===== config.mk =====
export PLATFORM = sky130hd
export DESIGN_NAME = irl_request_logic
export DESIGN_NICKNAME = d
export VERILOG_FILES = /design/src/core/irl_pkg.sv /design/src/core/irl_request_logic.sv
export VERILOG_INCLUDE_DIRS = /design/src /design/src/core
export SDC_FILE = /design/constraint.sdc
export NUM_CORES = 1
export LEC_CHECK = 0
export ABC_AREA = 1
export BUFFER_PORTS_ARGS = -buffer_cell sky130_fd_sc_hd__buf_4
export CAP_MARGIN = 30
export CORE_ASPECT_RATIO = 1.2
export CORE_MARGIN = 5
export CORE_UTILIZATION = 45
export DETAILED_ROUTE_END_ITERATION = 7
export PLACE_DENSITY = 0.82
export SLEW_MARGIN = 20
export SYNTH_ARGS = -nofsm -noshare
export SYNTH_HDL_FRONTEND = slang
export SYNTH_SLANG_ARGS = --single-unit

===== constraint.sdc =====
create_clock -name core_clk -period 3.5 [get_ports core_clk]
set_input_delay 0 -clock core_clk [delete_from_list [all_inputs] [get_ports core_clk]]
set_output_delay 0 -clock core_clk [all_outputs]
set_load 0.005 [all_outputs]

===== src/core/irl_regs.svh =====
// Register offsets, field positions, resets and timing for irq logic
`ifndef IRL_REGS_SVH
`define IRL_REGS_SVH

// Register offsets
`define IRL_OFS_CTRL 8'h0B
`define IRL_OFS_PFLAG 8'h0C
`define IRL_OFS_PEN 8'h8C
`define IRL_OFS_OPTION 8'h81

// Control register fields
`define IRL_B_GIE 7
`define IRL_B_PERIPH_GROUP_ENABLE 6
`define IRL_B_TIMER0_OVF_ENABLE 5
`define IRL_B_EXT_PIN_IRQ_ENABLE 4
`define IRL_B_PORT_CHANGE_ENABLE 3
`define IRL_B_TIMER0_OVF_FLAG 2
`define IRL_B_EXT_PIN_IRQ_FLAG 1
`define IRL_B_PORT_CHANGE_FLAG 0

// Option register field
`define IRL_B_EDGE 6

// Peripheral registers: bit 3 unimplemented
`define IRL_PMASK 8'hF7

// Reset values
`define IRL_PREG_RST 8'h00
`define IRL_EDGE_RST 1'b1
`define IRL_ZERO8 8'h00
`define IRL_PC_RST 13'h0000

// Fixed interrupt vector
`define IRL_VECTOR 13'h0004

// Instruction cycle timing
`define IRL_CLK_PER_TCY 4
`define IRL_Q1 2'h0
`define IRL_PH_STEP 2'h1
`define IRL_PH_RST 2'h0
`define IRL_LAT_TCY 3

`endif


===== src/core/irl_pkg.sv =====
// Types shared by the interrupt request logic
package irl_pkg;

  // Latency sequencer, Gray along the path
  typedef enum logic [1:0] {
    IRL_IDLE = 2'h0,
    IRL_WAIT1 = 2'h1,
    IRL_WAIT2 = 2'h3,
    IRL_VECT = 2'h2
  } irl_fsm_t;

  typedef logic [7:0] irl_byte_t;
  typedef logic [12:0] irl_pc_t;

endpackage


===== src/core/irl_request_logic.sv =====
// Interrupt request logic: flags, enables, vectoring and sleep wake
// What this block does
// - Global enable bit 7 of control passes unmasked requests or blocks all.
// - The rst_n reset clears the global enable; porRst_n alone does not.
// - Return-from-interrupt sets the global enable again.
// - Accept clears global enable, pushes return address, vectors to 0004h.
// - Flags set on events regardless of any enable bit.
// - Vector two Tcy after Q1 acceptance; async pin events take the same path as synchronous ones.
// - After clearing global enable, next cycle is a NOP; requests wait.
// - External pin edge per edge-select sets the pin flag, bit 1.
// - Pin enable bit 4; enabled pin wakes, global enable decides vectoring.
// - Timer-0 rollover sets overflow flag bit 2; enable in bit 5.
// - Upper four port pins changing set flag bit 0, enabled by bit 3.
// - Pin change coinciding with a port read may be missed.
// - Pin flag may set any time; requests are sampled at Q1 while the sequencer is idle and no NOP is held.
// - Peripheral flags at 0Ch, enables at 8Ch, bit 3 unimplemented.
// - Only the return address is saved; no other context.
// - Non power-up resets clear control except the port-change flag.
// - Ten interrupt sources in total.
// - Enabled interrupt wakes sleep whatever the global enable.
// - Sleep acts as NOP if anything is enabled and pending.
//
// The plain strobed port was chosen for this implementation.
`timescale 1ns/1ps
`include "irl_regs.svh"

module irl_request_logic (
  // Clock and resets
  input wire logic core_clk,
  input wire logic rst_n,
  input wire logic porRst_n,
  // Register port
  input wire logic [7:0] regAddr,
  input wire irl_pkg::irl_byte_t regWrData,
  input wire logic regWrite,
  input wire logic regRead,
  output logic [7:0] regRdData,
  // Interrupt sources
  input wire logic extIrqPin,
  input wire logic timer0Rollover,
  input wire logic [3:0] portUpperPins,
  input wire logic portRead,
  input wire logic [7:0] periphEvent,
  // Core sequencer
  input wire logic returnFromIrq,
  input wire logic sleepExec,
  output logic irqRequest,
  output logic vectorLoad,
  output irl_pkg::irl_pc_t vectorAddr,
  output logic pushReturn,
  output logic insertNop,
  output logic wakeUp,
  output logic sleepAsNop,
  output logic asleep,
  output logic globalIrqEnable
);
  import irl_pkg::*;

  typedef struct packed {
    logic globalIrqEnable;
    logic periphGroupEnable;
    logic timer0OvfEnable;
    logic extPinIrqEnable;
    logic portChangeEnable;
    logic timer0OvfFlag;
    logic extPinIrqFlag;
    irl_byte_t periphFlags;
    irl_byte_t periphEnables;
    logic extEdgeSelect;
    logic pinLast;
    logic [3:0] portLast;
    // Low for one cycle after reset so stale samples give no edge
    logic armed;
    logic [1:0] phase;
    irl_fsm_t fsm;
    logic nopHold;
    logic asleep;
    irl_byte_t rdData;
    logic irqRequest;
    logic vectorLoad;
    logic pushReturn;
    logic wakeUp;
    logic sleepAsNop;
    irl_pc_t vectorAddr;
  } irl_state_t;

  irl_state_t s;
  irl_state_t next_s;
  logic portChangeFlag;
  logic next_portChangeFlag;
  logic ctrlWr;
  logic pflagWr;
  logic penWr;
  logic optWr;
  logic extEdge;
  logic portChange;
  logic pending;
  logic request;

  // Any source with flag and its enable chain set, ignoring global
  function automatic logic anyPending(
    input irl_state_t st,
    input logic port_change_flag
  );
    logic core;
    logic periph;
    core = (st.timer0OvfEnable & st.timer0OvfFlag) |
           (st.extPinIrqEnable & st.extPinIrqFlag) |
           (st.portChangeEnable & port_change_flag);
    periph = st.periphGroupEnable &
             (|(st.periphFlags & st.periphEnables & `IRL_PMASK));
    return core | periph;
  endfunction

  // Hardware set beats a same-cycle software write, so no event is lost
  function automatic logic flagNext(
    input logic cur,
    input logic wr,
    input logic wrBit,
    input logic hit
  );
    logic v;
    v = cur;
    if (wr) begin
      v = wrBit;
    end
    if (hit) begin
      v = 1'b1;
    end
    return v;
  endfunction

  function automatic irl_byte_t readMux(
    input irl_state_t st,
    input logic port_change_flag,
    input logic [7:0] a
  );
    irl_byte_t v;
    v = `IRL_ZERO8;
    if (a == `IRL_OFS_CTRL) begin
      v[`IRL_B_GIE] = st.globalIrqEnable;
      v[`IRL_B_PERIPH_GROUP_ENABLE] = st.periphGroupEnable;
      v[`IRL_B_TIMER0_OVF_ENABLE] = st.timer0OvfEnable;
      v[`IRL_B_EXT_PIN_IRQ_ENABLE] = st.extPinIrqEnable;
      v[`IRL_B_PORT_CHANGE_ENABLE] = st.portChangeEnable;
      v[`IRL_B_TIMER0_OVF_FLAG] = st.timer0OvfFlag;
      v[`IRL_B_EXT_PIN_IRQ_FLAG] = st.extPinIrqFlag;
      v[`IRL_B_PORT_CHANGE_FLAG] = port_change_flag;
    end else if (a == `IRL_OFS_PFLAG) begin
      v = st.periphFlags & `IRL_PMASK;
    end else if (a == `IRL_OFS_PEN) begin
      v = st.periphEnables & `IRL_PMASK;
    end else if (a == `IRL_OFS_OPTION) begin
      v[`IRL_B_EDGE] = st.extEdgeSelect;
    end
    return v;
  endfunction

  // Address decode
  always_comb begin
    ctrlWr = 1'b0;
    pflagWr = 1'b0;
    penWr = 1'b0;
    optWr = 1'b0;
    if (!regWrite) begin
      ctrlWr = 1'b0;
    end else if (regAddr == `IRL_OFS_CTRL) begin
      ctrlWr = 1'b1;
    end else if (regAddr == `IRL_OFS_PFLAG) begin
      pflagWr = 1'b1;
    end else if (regAddr == `IRL_OFS_PEN) begin
      penWr = 1'b1;
    end else if (regAddr == `IRL_OFS_OPTION) begin
      optWr = 1'b1;
    end
  end

  // Rising or falling edge as selected; none in the first cycle out of
  // reset, when the stored level is only the reset constant
  assign extEdge = s.armed &
                   (s.extEdgeSelect ?
                    (extIrqPin & ~s.pinLast) :
                    (~extIrqPin & s.pinLast));

  // A change during a port read is dropped; cheaper than a mismatch latch
  // Pins that sit high through reset must not look like a change
  assign portChange = s.armed &
                      (portUpperPins != s.portLast) &
                      ~portRead;

  assign pending = anyPending(s, portChangeFlag);
  assign request = s.globalIrqEnable & pending;

  // Port flag survives non power-up resets, so it has its own reset
  always_comb begin
    next_portChangeFlag = flagNext(portChangeFlag, ctrlWr,
                                   regWrData[`IRL_B_PORT_CHANGE_FLAG],
                                   portChange);
  end

  always_ff @(posedge core_clk or negedge porRst_n) begin
    if (!porRst_n) begin
      portChangeFlag <= 1'b0;
    end else begin
      portChangeFlag <= next_portChangeFlag;
    end
  end

  always_comb begin
    next_s = s;
    next_s.vectorLoad = 1'b0;
    next_s.pushReturn = 1'b0;
    next_s.wakeUp = 1'b0;
    next_s.sleepAsNop = 1'b0;
    next_s.rdData = `IRL_ZERO8;
    next_s.phase = s.phase + `IRL_PH_STEP;
    next_s.pinLast = extIrqPin;
    next_s.portLast = portUpperPins;
    next_s.irqRequest = request;
    next_s.armed = 1'b1;

    // Software writes first so hardware events below win
    if (ctrlWr) begin
      next_s.globalIrqEnable = regWrData[`IRL_B_GIE];
      next_s.periphGroupEnable = regWrData[`IRL_B_PERIPH_GROUP_ENABLE];
      next_s.timer0OvfEnable = regWrData[`IRL_B_TIMER0_OVF_ENABLE];
      next_s.extPinIrqEnable = regWrData[`IRL_B_EXT_PIN_IRQ_ENABLE];
      next_s.portChangeEnable = regWrData[`IRL_B_PORT_CHANGE_ENABLE];
      if (s.globalIrqEnable && !regWrData[`IRL_B_GIE]) begin
        next_s.nopHold = 1'b1;
      end
    end
    if (pflagWr) begin
      next_s.periphFlags = regWrData & `IRL_PMASK;
    end
    if (penWr) begin
      next_s.periphEnables = regWrData & `IRL_PMASK;
    end
    if (optWr) begin
      next_s.extEdgeSelect = regWrData[`IRL_B_EDGE];
    end

    // Events set flags whatever the enables, and beat a software clear
    next_s.timer0OvfFlag = flagNext(s.timer0OvfFlag, ctrlWr,
                                    regWrData[`IRL_B_TIMER0_OVF_FLAG],
                                    timer0Rollover);
    next_s.extPinIrqFlag = flagNext(s.extPinIrqFlag, ctrlWr,
                                    regWrData[`IRL_B_EXT_PIN_IRQ_FLAG],
                                    extEdge);
    next_s.periphFlags = next_s.periphFlags |
                         (periphEvent & `IRL_PMASK);

    if (returnFromIrq) begin
      next_s.globalIrqEnable = 1'b1;
    end

    // Requests are looked at once per instruction cycle, at Q1
    if (s.phase == `IRL_Q1) begin
      case (s.fsm)
        IRL_IDLE: begin
          if (s.nopHold) begin
            next_s.nopHold = 1'b0;
          end else if (request) begin
            next_s.globalIrqEnable = 1'b0;
            next_s.fsm = IRL_WAIT1;
          end
        end
        IRL_WAIT1: begin
          next_s.fsm = IRL_WAIT2;
        end
        IRL_WAIT2: begin
          next_s.fsm = IRL_VECT;
          next_s.vectorLoad = 1'b1;
          next_s.pushReturn = 1'b1;
          next_s.vectorAddr = `IRL_VECTOR;
        end
        IRL_VECT: begin
          next_s.fsm = IRL_IDLE;
        end
        default: begin
          next_s.fsm = IRL_IDLE;
        end
      endcase
    end else if (s.fsm == IRL_VECT) begin
      next_s.fsm = IRL_IDLE;
    end

    // Sleep entry and wake
    if (sleepExec && !s.asleep) begin
      if (pending) begin
        next_s.sleepAsNop = 1'b1;
      end else begin
        next_s.asleep = 1'b1;
      end
    end
    if (s.asleep && pending) begin
      // Vectoring afterwards is left to the normal Q1 path
      next_s.asleep = 1'b0;
      next_s.wakeUp = 1'b1;
    end

    if (regRead) begin
      next_s.rdData = readMux(s, portChangeFlag, regAddr);
    end
  end

  always_ff @(posedge core_clk or negedge rst_n) begin
    if (!rst_n) begin
      s.globalIrqEnable <= 1'b0;
      s.periphGroupEnable <= 1'b0;
      s.timer0OvfEnable <= 1'b0;
      s.extPinIrqEnable <= 1'b0;
      s.portChangeEnable <= 1'b0;
      s.timer0OvfFlag <= 1'b0;
      s.extPinIrqFlag <= 1'b0;
      s.periphFlags <= `IRL_PREG_RST;
      s.periphEnables <= `IRL_PREG_RST;
      s.extEdgeSelect <= `IRL_EDGE_RST;
      s.pinLast <= 1'b0;
      s.portLast <= 4'h0;
      s.armed <= 1'b0;
      s.phase <= `IRL_PH_RST;
      s.fsm <= IRL_IDLE;
      s.nopHold <= 1'b0;
      s.asleep <= 1'b0;
      s.rdData <= `IRL_ZERO8;
      s.irqRequest <= 1'b0;
      s.vectorLoad <= 1'b0;
      s.pushReturn <= 1'b0;
      s.wakeUp <= 1'b0;
      s.sleepAsNop <= 1'b0;
      s.vectorAddr <= `IRL_PC_RST;
    end else begin
      s <= next_s;
    end
  end

  assign regRdData = s.rdData;
  assign irqRequest = s.irqRequest;
  assign vectorLoad = s.vectorLoad;
  assign vectorAddr = s.vectorAddr;
  assign pushReturn = s.pushReturn;
  assign insertNop = s.nopHold;
  assign wakeUp = s.wakeUp;
  assign sleepAsNop = s.sleepAsNop;
  assign asleep = s.asleep;
  assign globalIrqEnable = s.globalIrqEnable;

endmodule // irl_request_logic


==> summary.md <==
| Metric | Value |
|---|---|
| Worst relative slew slack | `0.613` |
| Distinct cells, synth | `32` |
| Number of buffers inserted during clock tree synthesis | `5` |
| Clock Root Buffer | `clkbuf_8` |
| Worst endpoint required time | `about 3700 ps` |
| Post-synthesis instance area | `roughly 2400 µm²` |
| Setup CP Type | `reg2reg` |
| Number of pins with negative max-slew slack in the final report | `0` |
| CTS clk-pin slew, worst paths | `about 90 ps` |
| Global-route wire length before repair | `~9 mm` |
| Area occupied by multi-input gates | `886 µm²` |
| Synth area leader | `dfrtp_1` |
| Highest fanout seen on the critical path | `4` |
| Setup-failing EPs final | `0` |
| ANT nets after route | `0` |
| Final Skew | `approximately 6.7 ps` |
| Leading post-synthesis cells by cell area | `dfrtp_1, nand2_1, buf_4` |
| Cell with the most instances after synthesis | `nand2_1` |
| Inserted Diodes | `0` |
| Critical Path AT | `1430 ps` |
| Vias | `roughly 2,000` |
| Hold Fails Final Rpt | `0` |
| Core Box Area | `~5200 µm²` |
| Worst reg2reg path endpoint | `s[28]` |
| Final Power | `between 1 and 1.5 mW` |
| Period utilisation layout | `0.350` |
| Part of the Yosys area used for sequential elements | `0.506` |
| Skew-Pair Late Insertion Delay | `~300 ps` |
| Storage element area | `roughly 1200 µm²` |
| CTS tree | `done` |
| Worst Max-Slew Pin Slew | `slightly below 600 ps` |
| Power density over the cells | `around 380 nW/µm²` |
| Count of input and output buffers | `53` |
| Row Count | `29` |
| Startpoint Class | `register` |
| Final estimated routing congestion in global placement | `between 0.8 and 0.9` |
| Period minus WS final | `1230 ps` |
| DPL Wire Length | `about 3.7 mm` |
| Outcome | `completed` |
| Largest net degree at the start of global routing | `48` |
| Initial DRT Pass Iterations | `4` |
| Area share of the leading cell type in the synthesized netlist | `0.495` |
| # H-tree levels | `2` |
| Yosys warns | `0` |
| Worst Hold End | `s[46]` |
| Starting DRC count in detailed routing | `between 100 and 150` |
| Endpoint type of the worst setup path | `register` |
| Die height | `about 90 µm` |
| Chip width | `approximately 76 µm` |
| Async set-reset flop share out of synthesis | `1.00` |
| Clock tree sinks | `between 40 and 50` |
| Final WL | `approximately 5.2 mm` |
| Synthesis-stage register bit count | `between 40 and 50` |
| Worst hold path class | `in2reg` |
| Buffer count from post-CTS setup fixing | `0` |
| Drt drc | `0` |
| Global route overflow | `0` |
| Prevailing post-synth register cell | `dfrtp_1` |
| Total placed instance area | `2700 µm²` |
| Average wire length per cell after detail routing | `between 10 and 15 µm` |
| Largest vdd supply drop | `0.157 mV` |
| Total global routing track utilization | `0.161` |
| Final layout net count | `around 380` |
| Min-delay src | `regWrData[7]` |
| Resize count post-CTS | `0` |
| Number of antenna violations at the first check in global routing | `0` |
| Standby leakage power | `1.58 nW` |
| Number of hold buffers added after CTS | `27` |
| Detail-routed via count per cell | `4.87` |
| Sum Neg Setup Slack | `0 ps` |
| Fraction of layout cells with a size suffix above 1 | `0.243` |
| Worst reg2reg setup slack | `about 2300 ps` |
| Clock buffer depth | `2` |
| Reg-to-reg startpoint | `s[49]` |
| Final instance area | `between 3000 and 4000 µm²` |
| Area of the die | `6840 µm²` |
| Cells after Synth | `around 260` |
| Layout area overhead | `29.1%` |
| Max-capacitance violation count | `0` |
| Worst r2r path cells | `10` |
| Number of flops mapped to enable cells by yosys | `0` |
| Worst hold stages | `3` |
| Most frequent cells after synthesis | `nand2_1, dfrtp_1, inv_1, buf_4, a21oi_1` |
| Fmax achieved | `about 820 MHz` |
| Avg Synthesized Cell Area | `approximately 9 µm²` |
| # IOs | `67` |
| Number of global-route vias before repair | `slightly below 2,000` |
| Fill cell instance count of the final layout | `490` |
| Starting density of the core | `0.455` |
| Unrepaired setup endpoints after global routing | `no` |
per-stage QoR:
| stage | setup slack, ps | utilization | cells | hold WS, ps |
|---|---|---|---|---|
| 2_1_floorplan | 2390 | - | 274 | -296 |
| 3_3_place_gp | 2210 | 0.517 | 364 | -220 |
| 3_5_place_dp | 2180 | 0.517 | 364 | -220 |
| 4_1_cts | 2260 | 0.587 | 399 | 4.36 |
| 5_1_grt | 2120 | 0.587 | 399 | 5.85 |
| 6_report | 2270 | 0.587 | 399 | 14.1 |
worst max-delay path by stage:
stage / startpoint / endpoint / cells after the start
4_1_cts: s[49] / s[28] / 10
3_3_place_gp: regAddr[4] / s[51] / 9
3_5_place_dp: regAddr[4] / s[51] / 9
6_report: s[49] / s[28] / 10
5_1_grt: s[51] / s[28] / 10
2_1_floorplan: s[30] / globalIrqEnable / 7
worst max-delay path: stages, from the launching register on:
cell and delay, ps:
dfrtp_1 410, nand2_1 70, nand2_1 60, nor2_1 110, nand2_1 70, nand2_1 60
nand2_1 100, nand3_1 90, nand2_1 50, nand3_1 60, nand2_1 50
per-layer routing:
metal	vias to the layer above	part of all wire	global-route usage	routed length [µm]
li1	956	-	-	-
met1	888	0.39	0.180	2060
met2	80	0.51	0.286	2680
met3	18	0.068	0.0409	356
met4	0	0.028	0.0859	147
met5	-	0	0	0
power by group:
group / switching, mW / internal, mW / total, mW
sequential: 0.0280 / 0.591 / 0.619
clock: 0.191 / 0.160 / 0.351
combinational: 0.0888 / 0.0973 / 0.186
sequential cells by signal (all words and copies together) (netlist names):
signal	cells
sleepAsNop	1
pushReturn	1
asleep	1
regRdData	8
irqRequest	1
globalIrqEnable	1
vectorAddr	1
s	31
insertNop	1
portChangeFlag	1
wakeUp	1
area by class of cell:
| cell class | instances | share of cell area |
|---|---|---|
| Multi-Input combinational cell | 165 | 0.289 |
| Tap cell | 62 | 0.0253 |
| Inverter | 36 | 0.0445 |
| Clock buffer | 6 | 0.0269 |
| Timing Repair Buffer | 80 | 0.218 |
| Clock inverter | 2 | 0.00489 |
| Sequential cell | 48 | 0.392 |
layout by cell type (no fill, tap or decap), types with 2 or more instances in the layout:
cell type / synthesis / routed
o211ai_1: 6 / 6
nor2_1: 11 / 11
dlygate4sd3_1: 0 / 27
clkinvlp_4: 0 / 2
o21ai_2: 7 / 7
a21oi_1: 16 / 16
nand3_1: 12 / 12
o41ai_1: 7 / 7
nand2_1: 62 / 62
nor3_1: 3 / 3
inv_1: 34 / 34
clkbuf_8: 0 / 6
conb_1: 2 / 13
o21ai_0: 8 / 8
buf_4: 22 / 53
nor3_4: 2 / 2
dfrtp_1: 47 / 47
nand2_2: 3 / 3
xnor2_1: 4 / 4
cells by family after synthesis:
family                   synth area share
AO/OA/AOI/OAI                       0.126
other                             0.00316
XOR/XNOR                           0.0147
flip-flops                          0.506
buffers and inverters               0.138
adder cells (fa/ha/maj)           0.00527
AND/OR/NAND/NOR                     0.206
(Power assumes the default switching activity.)
